==> config.mk <==
export PLATFORM = sky130hd
export DESIGN_NAME = tm8_timer_channel
export DESIGN_NICKNAME = d
export VERILOG_FILES = /design/src/hdl/tm8_pkg.sv /design/src/hdl/tm8_fall_detect.sv /design/src/hdl/tm8_timer_channel.sv
export SDC_FILE = /design/constraint.sdc
export NUM_CORES = 1
export LEC_CHECK = 0
export BUFFER_PORTS_ARGS = -buffer_cell sky130_fd_sc_hd__buf_2
export CAP_MARGIN = 20
export CORE_AREA = 10 10 94 96
export CTS_CLUSTER_DIAMETER = 50
export CTS_CLUSTER_SIZE = 30
export DETAILED_ROUTE_END_ITERATION = 10
export DIE_AREA = 0 0 104 106
export PLACE_DENSITY = 0.66
export SLEW_MARGIN = 20
export SYNTH_ARGS = -nofsm -noshare
export SYNTH_HDL_FRONTEND = slang
export SYNTH_SLANG_ARGS = --single-unit
==> constraint.sdc <==
create_clock -name clk -period 2.9 [get_ports clk]
set_input_delay 0.58 -clock clk [delete_from_list [all_inputs] [get_ports clk]]
set_output_delay 0.58 -clock clk [all_outputs]
set_load 0.1 [all_outputs]
==> src/hdl/tm8_pkg.sv <==
/*
 Shared constants for the eight-bit event, divider and modulation timer
 channel: register offsets, control field positions, reset values, modes.
 Assumes an 8-bit register port with a 2-bit word address.
*/
package tm8_pkg;

   // Register word offsets
   localparam logic [1:0] ADDR_CTRL = 2'h0;
   localparam logic [1:0] ADDR_CMP  = 2'h1;
   localparam logic [1:0] ADDR_DUTY = 2'h2;
   localparam logic [1:0] ADDR_CNT  = 2'h3;

   // Control register fields
   localparam int CTRL_FF_BIT   = 7;
   localparam int CTRL_SRC_MSB  = 6;
   localparam int CTRL_SRC_LSB  = 4;
   localparam int CTRL_RUN_BIT  = 3;
   localparam int CTRL_MODE_MSB = 2;
   localparam int CTRL_MODE_LSB = 0;

   // Reset values
   localparam logic [7:0] CTRL_RST = 8'h00;
   localparam logic [7:0] CMP_RST  = 8'hFF;
   localparam logic [7:0] DUTY_RST = 8'hFF;
   localparam logic [7:0] CNT_RST  = 8'h00;

   // Counter limits
   localparam logic [7:0] CNT_ONE = 8'h01;
   localparam logic [7:0] CNT_MAX = 8'hFF;

   // Source selects and the documented setup values
   localparam logic [2:0] SRC_FC_DIV128  = 3'h1;
   localparam logic [7:0] CTRL_DIV_SETUP = 8'h11;
   localparam logic [7:0] CTRL_DIV_START = 8'h19;

   // Operating modes
   typedef enum logic [2:0] {
      TM8_MODE_EVENT = 3'h0,
      TM8_MODE_DIV   = 3'h1,
      TM8_MODE_PWM   = 3'h2
   } tm8_mode_t;

endpackage : tm8_pkg

==> src/hdl/tm8_fall_detect.sv <==
/*
 Falling-edge detector for the external count input.
 Assumes the pin is already synchronous to clk and that each level
 lasts at least two cycles, so no glitch filter is needed.
*/
`timescale 1ns/100ps
module tm8_fall_detect (
   // Clock, reset, enable
   input  wire logic clk,
   input  wire logic arst_n,
   input  wire logic ce,
   // Pin and event
   input  wire logic pin,
   output logic      fall
);

   logic pin_q;
   logic fall_q;

   // Idle level taken as high, so a pin already low at release counts one edge
   always_ff @(posedge clk or negedge arst_n) begin
      if (!arst_n) begin
         pin_q <= 1'b1;
      end else if (ce) begin
         pin_q <= pin;
      end
   end

   always_ff @(posedge clk or negedge arst_n) begin
      if (!arst_n) begin
         fall_q <= 1'b0;
      end else if (ce) begin
         fall_q <= pin_q & ~pin;
      end
   end

   assign fall = fall_q;

endmodule : tm8_fall_detect

==> src/hdl/tm8_timer_channel.sv <==
/*
 Eight-bit timer channel with event counter, divider output and
 modulation output modes, one channel interrupt pulse and inverted pins.
 Assumes an external prescaler that supplies one-cycle tick enables,
 one per source select code, and a synchronous count input pin.
*/
`timescale 1ns/100ps
module tm8_timer_channel #(
   parameter int NUM_SRC = 8
) (
   // Clock, reset, enable
   input  wire logic               clk,
   input  wire logic               arst_n,
   input  wire logic               ce,
   // Register port
   input  wire logic [1:0]         reg_addr,
   input  wire logic [7:0]         reg_wdata,
   input  wire logic               reg_wr,
   input  wire logic               reg_rd,
   output logic      [7:0]         reg_rdata,
   // Prescaled source ticks
   input  wire logic [NUM_SRC-1:0] src_tick,
   // Pins
   input  wire logic               count_input_pin,
   output logic                    divider_out_n,
   output logic                    modulation_out_n,
   output logic                    pulse_gen_out_n,
   // Interrupt request
   output logic                    channel_irq
);

   logic [7:0]        channel_control_reg;
   logic [7:0]        compare_value_reg;
   logic [7:0]        duty_buf_q;
   logic [7:0]        duty_act_q;
   logic [7:0]        cnt_q;
   logic              ff_q;
   logic              irq_q;
   logic [7:0]        rdata_q;
   logic              fall_edge;
   logic              run_q;
   logic              flipflop_init_bit;
   logic [2:0]        src_sel;
   tm8_pkg::tm8_mode_t mode;
   logic              mode_ok;
   logic              tick;
   logic [7:0]        cnt_inc;
   logic              cmp_match;
   logic              pwm_ovf;
   logic              pwm_match;
   logic              toggle_hit;
   logic              event_hit;
   logic              wr_ctrl;
   logic              wr_cmp;
   logic              wr_duty;

   // Count input edge
   tm8_fall_detect u_fall (
      .clk    (clk),
      .arst_n (arst_n),
      .ce     (ce),
      .pin    (count_input_pin),
      .fall   (fall_edge)
   );

   // Field decode
   assign run_q             = channel_control_reg[tm8_pkg::CTRL_RUN_BIT];
   assign flipflop_init_bit = channel_control_reg[tm8_pkg::CTRL_FF_BIT];
   assign src_sel           = channel_control_reg[tm8_pkg::CTRL_SRC_MSB:tm8_pkg::CTRL_SRC_LSB];
   assign mode = tm8_pkg::tm8_mode_t'(
      channel_control_reg[tm8_pkg::CTRL_MODE_MSB:tm8_pkg::CTRL_MODE_LSB]);

   // Unused mode codes leave the counter idle rather than guess a behaviour
   always_comb begin
      case (mode)
         tm8_pkg::TM8_MODE_EVENT: mode_ok = 1'b1;
         tm8_pkg::TM8_MODE_DIV:   mode_ok = 1'b1;
         tm8_pkg::TM8_MODE_PWM:   mode_ok = 1'b1;
         default:                 mode_ok = 1'b0;
      endcase
   end

   // Count enable
   always_comb begin
      if (!run_q || !mode_ok) begin
         tick = 1'b0;
      end else if (mode == tm8_pkg::TM8_MODE_EVENT) begin
         tick = fall_edge;
      end else begin
         tick = src_tick[src_sel];
      end
   end

   // Comparisons
   assign cnt_inc   = cnt_q + tm8_pkg::CNT_ONE;
   assign cmp_match = (cnt_inc == compare_value_reg);
   assign pwm_ovf   = (cnt_q == tm8_pkg::CNT_MAX);
   assign pwm_match = (cnt_inc == duty_act_q) && !pwm_ovf;

   always_comb begin
      case (mode)
         tm8_pkg::TM8_MODE_EVENT: begin
            toggle_hit = 1'b0;
            event_hit  = cmp_match;
         end
         tm8_pkg::TM8_MODE_DIV: begin
            toggle_hit = cmp_match;
            event_hit  = cmp_match;
         end
         tm8_pkg::TM8_MODE_PWM: begin
            toggle_hit = pwm_ovf || pwm_match;
            event_hit  = pwm_ovf;
         end
         default: begin
            toggle_hit = 1'b0;
            event_hit  = 1'b0;
         end
      endcase
   end

   // Register strobes
   assign wr_ctrl = reg_wr && (reg_addr == tm8_pkg::ADDR_CTRL);
   assign wr_cmp  = reg_wr && (reg_addr == tm8_pkg::ADDR_CMP);
   assign wr_duty = reg_wr && (reg_addr == tm8_pkg::ADDR_DUTY);

   // Control register
   always_ff @(posedge clk or negedge arst_n) begin
      if (!arst_n) begin
         channel_control_reg <= tm8_pkg::CTRL_RST;
      end else if (ce && wr_ctrl) begin
         channel_control_reg <= reg_wdata;
      end
   end

   // Compare register, no buffer stage
   always_ff @(posedge clk or negedge arst_n) begin
      if (!arst_n) begin
         compare_value_reg <= tm8_pkg::CMP_RST;
      end else if (ce && wr_cmp) begin
         compare_value_reg <= reg_wdata;
      end
   end

   // Duty buffer stage
   always_ff @(posedge clk or negedge arst_n) begin
      if (!arst_n) begin
         duty_buf_q <= tm8_pkg::DUTY_RST;
      end else if (ce && wr_duty) begin
         duty_buf_q <= reg_wdata;
      end
   end

   // Active duty; a write in the transfer cycle lands in the buffer only
   always_ff @(posedge clk or negedge arst_n) begin
      if (!arst_n) begin
         duty_act_q <= tm8_pkg::DUTY_RST;
      end else if (ce) begin
         if (tick && pwm_ovf && mode == tm8_pkg::TM8_MODE_PWM) begin
            duty_act_q <= duty_buf_q;
         end else if (wr_duty && (!run_q || mode != tm8_pkg::TM8_MODE_PWM)) begin
            duty_act_q <= reg_wdata;
         end
      end
   end

   // Up-counter, held at zero while stopped
   always_ff @(posedge clk or negedge arst_n) begin
      if (!arst_n) begin
         cnt_q <= tm8_pkg::CNT_RST;
      end else if (ce) begin
         if (!run_q) begin
            cnt_q <= tm8_pkg::CNT_RST;
         end else if (tick) begin
            if (mode == tm8_pkg::TM8_MODE_PWM) begin
               if (pwm_ovf) begin
                  cnt_q <= tm8_pkg::CNT_RST;
               end else begin
                  cnt_q <= cnt_inc;
               end
            end else if (cmp_match) begin
               cnt_q <= tm8_pkg::CNT_RST;
            end else begin
               cnt_q <= cnt_inc;
            end
         end
      end
   end

   // Output flip-flop; preset only from a stopped state so a stopping write holds it
   always_ff @(posedge clk or negedge arst_n) begin
      if (!arst_n) begin
         ff_q <= 1'b0;
      end else if (ce) begin
         if (wr_ctrl && !run_q) begin
            ff_q <= reg_wdata[tm8_pkg::CTRL_FF_BIT];
         end else if (tick && toggle_hit) begin
            ff_q <= ~ff_q;
         end
      end
   end

   // Interrupt pulse
   always_ff @(posedge clk or negedge arst_n) begin
      if (!arst_n) begin
         irq_q <= 1'b0;
      end else if (ce) begin
         irq_q <= tick && event_hit;
      end else begin
         irq_q <= 1'b0;
      end
   end

   // Read port; duty reads show the active value
   always_ff @(posedge clk or negedge arst_n) begin
      if (!arst_n) begin
         rdata_q <= 8'h00;
      end else if (ce) begin
         if (reg_rd) begin
            case (reg_addr)
               tm8_pkg::ADDR_CTRL: rdata_q <= channel_control_reg;
               tm8_pkg::ADDR_CMP:  rdata_q <= compare_value_reg;
               tm8_pkg::ADDR_DUTY: rdata_q <= duty_act_q;
               tm8_pkg::ADDR_CNT:  rdata_q <= cnt_q;
               default:            rdata_q <= 8'h00;
            endcase
         end else begin
            rdata_q <= 8'h00;
         end
      end
   end

   // Pins share one flip-flop, hence stray pulses if the init bit is misused
   assign divider_out_n    = ~ff_q;
   assign modulation_out_n = ~ff_q;
   assign pulse_gen_out_n  = ~ff_q;
   assign channel_irq      = irq_q;
   assign reg_rdata        = rdata_q;
endmodule : tm8_timer_channel

==> impl.org <==
** Worst setup path
- The worst register-to-register path begins at cnt_q[0].
- Arr. time, crit path :: 2.85 ns
- Capture instance of the worst register-to-register path :: cnt_q[4]
- Crit Path Class :: reg2reg
- CP Max Fanout :: 9
- Endpoint kind of the worst setup timing path :: flip-flop
- Across all register-to-register paths, the minimum setup slack is 0.28 ns.
- For the worst setup path, the data required time is 3.12 ns.
- The worst setup path is launched from a flip-flop.
- Counting cells, the worst reg-to-reg path comes to 8.

** Run
- Max-cap check violation count :: 0

** Timing
- Final hold vios :: 0
- Worst hold margin :: 0.115 ns
- Unrepaired setup endpoints after global routing :: false
- At the pin with the least slew margin, the transition time is 0.581 ns.
- Setup skew after layout :: 0.00804 ns
- Adding up every negative setup slack in the final design gives 0 ns.
- Achievable clock frequency :: 381 MHz
- Setup violations remaining at the end of the flow were counted as 0.
- In this run the tightest slew margin relative to its limit is 61.0%.
- The max-slew violation count was 0.
- Min Clock Period, post-route :: 2.62 ns
- Final Cycle Share :: 90.4%

** Final layout
- Area taken by flip-flops and latches :: 0.00133 mm2
- Fraction of layout cells with a size suffix above 1 :: 36.3%
- For this run, the share of the core covered by cells in the final layout is 48.8%.
- Filler cell count :: 675
- Most common cell after layout, fill and taps aside :: sky130_fd_sc_hd__buf_2
- The repair_antennas step left the layout with diodes totalling 0.
- Area growth from synthesis to final layout :: 12.6%
- At the end of the flow, the number of nets in the layout was 338.
- In the final layout, the multi-input gates occupy 0.00158 mm2.
- Commonest non-fill, non-tap cells in the layout :: sky130_fd_sc_hd__buf_2 (35), sky130_fd_sc_hd__dfrtp_1 (27), sky130_fd_sc_hd__dfstp_2 (25)

** Power and ir drop
- Worst IR drop on VDD :: 364 uV
- In this run the static leakage power is 1.39 nW.
- Net switching is 35.1% of the power.
- Internal power comes to 1.55 mW.
- The clock network is responsible for 23.2% of the overall power.
- Pwr Total :: 2.38 mW
- P per Cell Area :: 691 mW/mm2
- Per report_power, the combinational group accounts for 30.2% of the total.
- Per report_power, the sequential group accounts for 46.5% of the total.
- Summed over all nets, the switching power comes to 0.836 mW.

** Hold path
- Path category of the worst min-delay check :: in2async

** Synth
- The cell area that synthesis handed to floorplanning was 0.00306 mm2.
- The synthesized netlist devotes 5.72% of its cell area to XOR and XNOR gates.
- Portion of the post-synthesis area used by sequential elements :: 43.5%
- Of the total synthesized cell area, the portion taken by AND, OR, NAND and NOR gates is 15.7%.
- Async set-or-reset flop fraction in the synthesized netlist :: 100%
- Cell taking the most area after synthesis :: sky130_fd_sc_hd__dfrtp_1
- After technology mapping, the gate count stands at 284.
- For this run, the number of Yosys warnings is 0.
- The most used flip-flop cell after synthesis is sky130_fd_sc_hd__dfrtp_1.
- After synthesis, the largest family of logic cells by area is multiplexers.
- Counting flops and latches in the post-synthesis netlist gives 52.
- Post-synthesis compound-gate area fraction :: 13.2%
- Most area-consuming cells after synthesis :: sky130_fd_sc_hd__dfrtp_1 (22%), sky130_fd_sc_hd__dfstp_2 (21%), sky130_fd_sc_hd__mux2_2 (8.8%)
- Number of flops mapped to enable cells by yosys :: 0
- Averaged over all synthesized cells, the footprint is 10.8 um2.
- Adder-cell share of the synthesized area :: 0.409%
- Net Count, Synth :: 309
- Multiplexer cells account for 16.4% of the synthesized area.
- Library cells used by synthesis :: 55
- Area share of the leading cell type in the synthesized netlist :: 22.1%

** Clock tree
- CTS H-Tree Depth :: 2
- The root buffer cell chosen for the clock tree is sky130_fd_sc_hd__clkbuf_8.
- TritonCTS built the clock tree.
- CTS saw 52 sinks.
- Clock Latency Late Sink :: 0.31 ns
- After clock tree synthesis, the clock-pin slew on the worst setup and hold paths is 0.10 ns.
- In this run the deepest clock path goes through 2 buffers.
- Buffers inserted during clock tree synthesis total 5.

** Die
- DIE AREA :: 0.0110 mm2
- I/O pin count :: 36
- Core outline area :: 0.00706 mm2
- The die is 106 um tall.
- Starting density of the core :: 43.4%
- Row generation in the floorplan step produced 31 rows.
- In this run the horizontal extent of the chip is 104 um.

** Route
- Detailed Routing Iterations Pass 1 :: 4
- After detailed routing, the number of vias per cell comes to 5.60.
- Antenna Violating Nets Remaining :: 0
- Via count :: 2313
- Routed Wire Length :: 7.27 mm
- Number of DRC markers after the initial detailed-route iteration :: 150
- DRC violation count after routing :: 0
- Average routed wire per standard cell :: 17.6 um

** Placed design
- Weighted congestion reported at the end of routability-driven placement :: 0.877
- Summed over all nets, the half-perimeter wirelength after detailed placement is 5.51 mm.
- The count of buffers added on input and output ports is 35.

** Global routing
- The number of antenna violations at the first check in global routing is 0.
- Entering global routing, the biggest net connects 30 pins.
- Global routing used 13.3% of the available tracks.
- Leftover overflow at the end of global routing :: 0
- Vias in the first global route :: 2338
- The first global-routing pass estimated 12.1 mm of wire.

** Outcome
- Run status :: finished clean
per-stage QoR:
| step | setup WS [ns] | area, um2 | instances |
|---|---|---|---|
| 2_1_floorplan | 0.656 | 3060 | 284 |
| 3_5_place_dp | 0.244 | 3320 | 405 |
| 4_1_cts | 0.204 | 3440 | 413 |
| 3_3_place_gp | 0.358 | 3320 | 405 |
| 6_report | 0.278 | 3450 | 413 |
| 5_1_grt | 0.0613 | 3450 | 413 |
routing by layer:
metal	track usage, %	part of all wire, %	vias to the layer above	wire [um]
met1	16.8	46	1132	3340
li1	-	-	1097	-
met2	21.6	47	70	3400
met3	1.81	4.1	14	299
met4	7.55	3.3	0	237
met5	0	0	-	0
worst max path at each step:
stage | start | endpoint | slack [ns] | cells after the start
after global routing | cnt_q[0] | cnt_q[7] | 0.06 | 8
after CTS | cnt_q[0] | cnt_q[4] | 0.20 | 8
after global placement | cnt_q[0] | cnt_q[4] | 0.36 | 8
after floorplan | cnt_q[1] | cnt_q[4] | 0.66 | 9
final | cnt_q[0] | cnt_q[4] | 0.28 | 8
after detailed placement | cnt_q[0] | cnt_q[4] | 0.24 | 8
cell type report:
class / instances / area share, %
clock buffers: 7 / 2.83
inverters: 16 / 1.74
multi-input cells: 196 / 45.7
flip-flops and latches: 52 / 38.7
well taps: 99 / 3.59
clock inverters: 1 / 0.871
repair buffers: 42 / 6.61
what timing repair did:
item                                   CTS  global route
buffers inserted                         0             0
resized for setup                        0             1
endpoints found under the hold margin    0             0
hold buffers                             0             0
setup endpoints to repair                0             2
critical path, cell delays in order, from the launching register on:
cell and delay (ns):
sky130_fd_sc_hd__dfrtp_1 0.56, sky130_fd_sc_hd__ha_2 0.36, sky130_fd_sc_hd__and3_1 0.23, sky130_fd_sc_hd__nand3_2 0.15, sky130_fd_sc_hd__xnor2_1 0.30, sky130_fd_sc_hd__nor3_2 0.11
sky130_fd_sc_hd__a31oi_2 0.29, sky130_fd_sc_hd__or4b_1 0.46, sky130_fd_sc_hd__o211ai_1 0.10
logic make-up after synthesis:
| family | count (synthesis) |
|---|---|
| AO/OA/AOI/OAI | 53 |
| XOR/XNOR | 20 |
| adder cells (fa/ha/maj) | 1 |
| buffers and inverters | 36 |
| flip-flops | 52 |
| multiplexers | 37 |
| AND/OR/NAND/NOR | 85 |
synthesized netlist by cell type, types with 3 or more instances:
master,instances
sky130_fd_sc_hd__a22oi_1,3
sky130_fd_sc_hd__a31oi_1,4
sky130_fd_sc_hd__and3_1,3
sky130_fd_sc_hd__buf_1,3
sky130_fd_sc_hd__buf_2,7
sky130_fd_sc_hd__buf_4,3
sky130_fd_sc_hd__clkbuf_1,7
sky130_fd_sc_hd__dfrtp_1,27
sky130_fd_sc_hd__dfstp_2,25
sky130_fd_sc_hd__inv_1,16
sky130_fd_sc_hd__mux2_2,24
sky130_fd_sc_hd__mux2i_1,4
sky130_fd_sc_hd__mux4_2,8
sky130_fd_sc_hd__nand2_1,19
sky130_fd_sc_hd__nand2b_1,12
sky130_fd_sc_hd__nand3_1,18
sky130_fd_sc_hd__nand3b_1,3
sky130_fd_sc_hd__nor2_1,8
sky130_fd_sc_hd__nor3_1,4
sky130_fd_sc_hd__o21ai_0,14
sky130_fd_sc_hd__o21ai_1,3
sky130_fd_sc_hd__o221a_1,8
sky130_fd_sc_hd__xnor2_1,11
sky130_fd_sc_hd__xor2_1,9
power groups by stage:
stage / Combinational [mW] / Clock (mW) / Sequential, mW
after floorplan: 0.502 / 0 / 1.16
after global placement: 0.712 / 0 / 1.11
after CTS: 0.725 / 0.567 / 1.11
after global routing: 0.783 / 0.592 / 1.13
final: 0.720 / 0.554 / 1.11
after detailed placement: 0.722 / 0 / 1.12
(Power assumes the default switching activity.)
